<file path="config.mk">
export PLATFORM = sky130hd
export DESIGN_NAME = otc_top
export DESIGN_NICKNAME = d
export VERILOG_FILES = /design/src/logic/otc_pkg.sv /design/src/logic/otc_top.sv
export SDC_FILE = /design/constraint.sdc
export NUM_CORES = 1
export LEC_CHECK = 0
export ABC_CLOCK_PERIOD_IN_PS = 5100
export BUFFER_PORTS_ARGS = -buffer_cell sky130_fd_sc_hd__buf_2
export CAP_MARGIN = 20
export CORE_MARGIN = 2
export CORE_UTILIZATION = 27
export CTS_CLUSTER_SIZE = 14
export DETAILED_ROUTE_END_ITERATION = 10
export PLACE_DENSITY_LB_ADDON = 0.15
export SLEW_MARGIN = 20
export SYNTH_ARGS = -nofsm -noshare
export SYNTH_HDL_FRONTEND = slang
export SYNTH_SLANG_ARGS = --single-unit
</file>
<file path="constraint.sdc">
create_clock -name CLK_SYS -period 5.1 [get_ports CLK_SYS]
set_input_delay 0.51 -clock CLK_SYS [delete_from_list [all_inputs] [get_ports CLK_SYS]]
set_output_delay 0.51 -clock CLK_SYS [all_outputs]
set_load 0.03 [all_outputs]
</file>
<file path="src/logic/otc_pkg.sv">
// constants and register map for the oscillator timer and clock output block
package otc_pkg;
  localparam int unsigned DATA_W = 16;
  localparam logic [7:0] ADDR_CTRL = 8'h00;
  localparam logic [7:0] ADDR_PERIOD = 8'h04;
  localparam logic [7:0] ADDR_SETPT = 8'h08;
  localparam logic [7:0] ADDR_CLKCFG = 8'h0c;
  localparam logic [7:0] ADDR_STATUS = 8'h10;
  // timer_control fields
  localparam int unsigned CTRL_EN_BIT = 0;
  localparam int unsigned CTRL_INV_BIT = 1;
  localparam int unsigned CTRL_SEL_LO = 2;
  // clock config fields
  localparam int unsigned CLKCFG_SEL_LO = 0;
  localparam int unsigned CLKCFG_MODE_BIT = 4;
  localparam logic [3:0] PIN_OFF = 4'h0;
  localparam logic [3:0] PIN_TIMER = 4'hf;
  // status fields
  localparam int unsigned ST_HALF_BIT = 0;
  localparam int unsigned ST_SLOW_BIT = 1;
  localparam int unsigned ST_OUT_BIT = 2;
  localparam int unsigned ST_ADC_BIT = 3;
  // timer clock selections
  localparam logic [1:0] SEL_NONE = 2'h0;
  localparam logic [1:0] SEL_OSC = 2'h1;
  localparam logic [1:0] SEL_KHZ = 2'h2;
  localparam logic [1:0] SEL_HZ = 2'h3;
  // oscillator 1.2288 MHz; divisions for the slower timer clocks
  localparam real OSC_HZ = 1228800.0;
  localparam real KHZ_HZ = 1200.0;
  localparam int unsigned DIV_KHZ = 1024;
  localparam int unsigned DIV_HZ = 1048576;
  localparam int unsigned DIV_SLOW_FLAG = 1024;
  localparam int unsigned PRESCALE_W = 20;
  localparam logic [15:0] RST_CTRL = 16'h0000;
  localparam logic [15:0] RST_PERIOD = 16'hffff;
  localparam logic [15:0] RST_SETPT = 16'h8000;
endpackage

</file>
<file path="src/logic/otc_top.sv">
// oscillator timer, clock output pin mux and divided-oscillator status with APB access
`timescale 1ns/1ns
module otc_top #(
  parameter int unsigned CNT_W = 16,
  parameter int unsigned ADC_DIV = 320
) (
  input wire logic CLK_SYS,
  input wire logic RST_N,
  input wire logic CLK_EN,
  input wire logic PSEL,
  input wire logic PENABLE,
  input wire logic PWRITE,
  input wire logic [7:0] PADDR,
  input wire logic [31:0] PWDATA,
  input wire logic [3:0] PSTRB,
  output logic [31:0] PRDATA,
  output logic PREADY,
  output logic PSLVERR,
  input wire logic CS_N,
  output logic SPI_STATUS_BIT,
  output logic UART_STATUS_BIT,
  output logic CLK_OUT,
  output logic CLK_OUT_OE,
  output logic TIMER_OUT,
  output logic ADC_START
);
  typedef struct packed {
    logic [15:0] ctrl;
    logic [CNT_W-1:0] period;
    logic [CNT_W-1:0] setpt;
    logic [15:0] clkcfg;
    logic [otc_pkg::PRESCALE_W-1:0] osc_div;
    logic [CNT_W-1:0] count;
    logic tmr;
    logic [14:0] pin_div;
    logic [15:0] adc_cnt;
    logic cs_s1;
    logic cs_s2;
    logic cs_s3;
    logic [31:0] rdata;
    logic ready;
    logic slverr;
    logic spi_bit;
    logic uart_bit;
    logic clk_out;
    logic clk_oe;
    logic tout;
    logic adc;
  } otc_state_t;

  otc_state_t s_q;
  otc_state_t s_d;

  logic [1:0] sel;
  logic inv;
  logic en;
  logic [3:0] pin_sel;
  logic half_flag;
  logic slow_flag;
  logic tick;
  logic access;
  logic wr;
  logic known;
  logic [31:0] rd_val;
  logic [31:0] wmask;

  always_comb begin
    sel = s_q.ctrl[otc_pkg::CTRL_SEL_LO +: 2];
    inv = s_q.ctrl[otc_pkg::CTRL_INV_BIT];
    en = s_q.ctrl[otc_pkg::CTRL_EN_BIT];
    pin_sel = s_q.clkcfg[otc_pkg::CLKCFG_SEL_LO +: 4];
    half_flag = s_q.osc_div[0];
    slow_flag = s_q.osc_div[$clog2(otc_pkg::DIV_SLOW_FLAG)-1];
    // one oscillator cycle wide strobe of the chosen timer clock
    unique case (sel)
      otc_pkg::SEL_OSC: tick = 1'b1;
      otc_pkg::SEL_KHZ: tick = (s_q.osc_div[$clog2(otc_pkg::DIV_KHZ)-1:0] == '0);
      otc_pkg::SEL_HZ: tick = (s_q.osc_div == '0);
      default: tick = 1'b0;
    endcase
    access = PSEL && PENABLE;
    wr = access && PWRITE;
    known = (PADDR == otc_pkg::ADDR_CTRL) || (PADDR == otc_pkg::ADDR_PERIOD) ||
            (PADDR == otc_pkg::ADDR_SETPT) || (PADDR == otc_pkg::ADDR_CLKCFG) ||
            (PADDR == otc_pkg::ADDR_STATUS);
    for (int i = 0; i < 4; i++) begin
      wmask[i*8 +: 8] = {8{PSTRB[i]}};
    end
    rd_val = '0;
    unique case (PADDR)
      otc_pkg::ADDR_CTRL: rd_val[15:0] = s_q.ctrl;
      otc_pkg::ADDR_PERIOD: rd_val[CNT_W-1:0] = s_q.period;
      otc_pkg::ADDR_SETPT: rd_val[CNT_W-1:0] = s_q.setpt;
      otc_pkg::ADDR_CLKCFG: rd_val[15:0] = s_q.clkcfg;
      otc_pkg::ADDR_STATUS: begin
        rd_val[otc_pkg::ST_HALF_BIT] = half_flag;
        rd_val[otc_pkg::ST_SLOW_BIT] = slow_flag;
        rd_val[otc_pkg::ST_OUT_BIT] = s_q.tout;
        rd_val[otc_pkg::ST_ADC_BIT] = s_q.adc;
      end
      default: rd_val = '0;
    endcase
  end

  always_comb begin
    s_d = s_q;
    // free-running oscillator divider chain
    s_d.osc_div = s_q.osc_div + 1'b1;
    s_d.cs_s1 = CS_N;
    s_d.cs_s2 = s_q.cs_s1;
    s_d.cs_s3 = s_q.cs_s2;

    // APB slave: one-wait-state answer in the access phase
    s_d.ready = 1'b0;
    s_d.slverr = 1'b0;
    if (access && !s_q.ready) begin
      s_d.ready = 1'b1;
      s_d.slverr = !known;
      s_d.rdata = PWRITE ? '0 : rd_val;
      if (wr && known) begin
        unique case (PADDR)
          otc_pkg::ADDR_CTRL: s_d.ctrl = (s_q.ctrl & ~wmask[15:0]) | (PWDATA[15:0] & wmask[15:0]);
          otc_pkg::ADDR_PERIOD: s_d.period = CNT_W'((s_q.period & ~wmask[CNT_W-1:0]) |
                                             (PWDATA[CNT_W-1:0] & wmask[CNT_W-1:0]));
          otc_pkg::ADDR_SETPT: s_d.setpt = CNT_W'((s_q.setpt & ~wmask[CNT_W-1:0]) |
                                           (PWDATA[CNT_W-1:0] & wmask[CNT_W-1:0]));
          otc_pkg::ADDR_CLKCFG: s_d.clkcfg = (s_q.clkcfg & ~wmask[15:0]) |
                                             (PWDATA[15:0] & wmask[15:0]);
          default: s_d.ctrl = s_q.ctrl;
        endcase
      end
    end

    // timer: disabled resets count; no clock freezes it
    if (!en) begin
      s_d.count = '0;
      s_d.tmr = 1'b0;
    end else if (tick) begin
      if (s_q.count >= s_q.period) begin
        s_d.count = '0; // period + 1 ticks
        s_d.tmr = 1'b0;
      end else begin
        s_d.count = s_q.count + 1'b1;
        // rises once the set point has been reached: high for period minus set point ticks
        if (s_q.count == s_q.setpt) begin
          s_d.tmr = 1'b1;
        end
      end
    end
    s_d.tout = s_q.tmr ^ inv;

    // clock pin mux
    s_d.pin_div = s_q.pin_div + 1'b1;
    s_d.clk_oe = (pin_sel != otc_pkg::PIN_OFF);
    if (pin_sel == otc_pkg::PIN_TIMER) begin
      s_d.clk_out = s_q.tmr ^ inv;
    end else if (pin_sel == otc_pkg::PIN_OFF) begin
      s_d.clk_out = 1'b0;
    end else begin
      s_d.clk_out = s_q.pin_div[pin_sel - 4'h1];
    end

    // status bits: SPI half-rate latched at chip-select fall
    if (s_q.cs_s3 && !s_q.cs_s2) begin
      s_d.spi_bit = half_flag;
    end
    s_d.uart_bit = s_q.clkcfg[otc_pkg::CLKCFG_MODE_BIT] ? slow_flag : 1'b0;

    // conversion pacing from the oscillator
    s_d.adc = 1'b0;
    if (s_q.adc_cnt >= 16'(ADC_DIV - 1)) begin
      s_d.adc_cnt = '0;
      s_d.adc = 1'b1;
    end else begin
      s_d.adc_cnt = s_q.adc_cnt + 1'b1;
    end
  end

  always_ff @(posedge CLK_SYS or negedge RST_N) begin
    if (!RST_N) begin
      s_q <= '0;
      s_q.ctrl <= otc_pkg::RST_CTRL;
      s_q.period <= CNT_W'(otc_pkg::RST_PERIOD);
      s_q.setpt <= CNT_W'(otc_pkg::RST_SETPT);
      s_q.cs_s1 <= 1'b1;
      s_q.cs_s2 <= 1'b1;
      s_q.cs_s3 <= 1'b1;
    end else if (CLK_EN) begin
      s_q <= s_d;
    end
  end

  assign PRDATA = s_q.rdata;
  assign PREADY = s_q.ready;
  assign PSLVERR = s_q.slverr;
  assign SPI_STATUS_BIT = s_q.spi_bit;
  assign UART_STATUS_BIT = s_q.uart_bit;
  assign CLK_OUT = s_q.clk_out;
  assign CLK_OUT_OE = s_q.clk_oe;
  assign TIMER_OUT = s_q.tout;
  assign ADC_START = s_q.adc;
endmodule

</file>
==> summary.txt <==
status = finished, final reports clean
Post-synth ARST share = 100%
Post-Synth XOR/XNOR Area = 5.97%
Fin. Hold Viols = 0
count leader, synth = dfrtp_1
area grow syn2layout = 14.3%
Max Fclk = 359 MHz
post-synthesis sequential area ratio = 48.7%
fin util = 31.5%
Placed Instances = 1166
port bufs = 56
Hold Path Class = in2async
Logic pwr share = 8.5%
number of flops mapped to enable cells by yosys = 0
global-route wire length before repair = 32000 um
gpl congestion = 0.761
post-synthesis mux area share = 11.4%
number of hold buffers added after CTS = 0
required time of the critical path = 5.46 ns
Synth Register Bits = 159
Fin Setup TNS = 0 ns
Power Density = 325 nW/um^2
dpl hpwl = 13800 um
clock-pin slew on the worst setup and hold paths = 0.07 ns
CP max FO = 15
DRC Markers = 0
Post-CTS Resized = 0
startpoint class of the critical path = register
Rows = 63
die width = 178 um
full die area = 31800 sq um
first-pass detailed-route iteration total = 5
clock share of power = 44.7%
switching part of the total = 25.3%
final number of setup-violating endpoints = 0
antenna violation net count after detailed routing = 0
largest net degree at the start of global routing = 88
Max Slew Vio Count = 0
Synth cell types = 62
Synth top area share = 42.3%
Routed WL per cell = 16.0 um
synth warn = 0
vias per cell = 4.68
Sequential Power Share = 46.8%
Worst VDD drop = 198 uV
compound-cell area share of the yosys netlist = 11.0%
IO Pins = 91
diodes inserted = 0
CTS tree = done
Pleak = 0.00435 uW
Final Cycle Share = 54.6%
Mean Syn Cell Area = 10.8 sq um
Data arrival, critical path = 3.14 ns
Final min period = 2.78 ns
worst-margin pin slew = 0.959 ns
die height = 178 um
clk buf depth = 2
number of setup buffers added after CTS = 0
Finished Layout Cells = 1198
clk sink count = 159
RSZ-0062 raised after global routing = no
CTS H-Tree Depth = 4
post-synthesis simple-gate area fraction = 13.3%
Clk Latency, worst-skew pair = 0.42 ns
NumNets Final = 869
DR iter-0 viols = 318
Placeable Area = 29800 sq um
initial antenna violation count = 0
top cells by area, synth = dfrtp_1 (42%), mux2_2 (9.5%), dfstp_2 (6.4%), xnor2_1 (4.6%), ha_1 (3.5%)
Max Clock Skew = 0.00994 ns
synthesized instance count = 761
MaxCap Viol Count = 0
Setup CP Type = reg2reg
Crit. End Element = register
largest family of logic cells by synthesized area = simple AND/OR/NAND/NOR gates
vias in the first global route = 5717
internal power = 2280 uW
main flop type after synthesis = dfrtp_1
hold_ws = 0.0955 ns
Psw = 772 uW
Max-Slew Margin vs Limit = 35.7%
gr ovfl total = 0
Post-Synth Adder-Cell Area = 3.50%
Inserted Clock Buffers = 17
Synth top cells by count = dfrtp_1 (139), mux2_2 (69), nand2_1 (60)
Synth area leader = dfrtp_1
DR vias = 5608
Post-Syn Area = 8220 sq um
CTS root buffer = clkbuf_16
Initial Util = 27.6%
DRT Wirelength = 19200 um
share of cells above drive strength 1 = 24.8%
Total Routing Usage GR = 12.9%
==> area by class of cell <==
type | count | area (sq um)
flip-flops and latches | 159 | 4000
well taps | 390 | 488
clock inverters | 11 | 154
clock buffers | 21 | 480
multi-input cells | 519 | 3770
repair buffers | 65 | 367
inverters | 33 | 124
fillers | 3127 | 20400
==> worst max-delay path, cell delays in order, from the launching register on <==
cell and delay, ns:
dfrtp_1 0.46, inv_1 0.10, ha_1 0.29, nand2b_1 0.14, a211oi_1 0.25, or3_1 0.16, a31oi_1 0.08, buf_4 0.21
nor3_2 0.74, mux2_2 0.30
==> kinds of logic (layout without fill, tap and decap cells) <==
family,Yosys count,after routing
fa+ha+maj,23,23
xor+xnor,56,56
flops,159,159
mux,81,81
other cells,1,16
compound gates,127,127
buf+inv,98,130
simple gates,216,216
==> routing by layer <==
metal / part of all wire (%) / track usage, % / vias up
met3: 2.7 / 2.32 / 13
met5: 0 / 0 / -
met4: 1.1 / 4.07 / 0
li1: - / - / 2750
met1: 52 / 19.2 / 2747
met2: 44 / 19.0 / 98
==> layout by cell type, fill, tap and decap left out, types with 6 or more instances in the layout <==
cell type	count
dfrtp_1	139
mux2_2	69
nand2_1	60
buf_2	55
nor2_1	45
xnor2_1	43
inv_1	33
a21oi_1	25
nand3_1	24
ha_1	23
dfstp_2	20
o21ai_0	18
nand4_1	17
a21o_1	17
clkbuf_16	17
conb_1	16
xor2_1	13
nor3_1	12
and3_1	12
a222oi_1	12
nor4_1	9
mux2i_1	8
buf_4	8
a31oi_1	7
nand2b_1	6
o31ai_1	6
a22o_1	6
a221o_1	6
==> power by group through the flow <==
stage / clock [uW] / sequential [uW] / combinational [uW]
after floorplan: 0 / 1440 / 171
after global routing: 1470 / 1440 / 298
after CTS: 1420 / 1420 / 267
after detailed placement: 0 / 1450 / 267
final: 1360 / 1430 / 260
after global placement: 0 / 1450 / 264
==> stage by stage <==
step / instance area [sq um] / setup slack, ns / power, uW
after floorplan: 8270 / 2.71 / 1610
after global placement: 8750 / 2.13 / 1710
after detailed placement: 8750 / 2.12 / 1710
after CTS: 9390 / 2.28 / 3110
after global routing: 9390 / 2.02 / 3210
final: 9390 / 2.32 / 3050
==> worst paths after layout <==
path | start | end | slack [ns] | depth (start not counted)
worst max-delay path | s_q[75] | s_q[75] | 2.32 | 9
worst min-delay path | RST_N | s_q[64] | 0.1 | 1
worst max register to register | s_q[75] | s_q[75] | 2.32 | 9
worst min register to register | s_q[73] | s_q[73] | 0.47 | 1
max in group asynchronous | RST_N | async pin | 4.06 | 2
min in group CLK_SYS | CS_N | s_d[41] | 0.32 | 2
(Power assumes the default switching activity.)
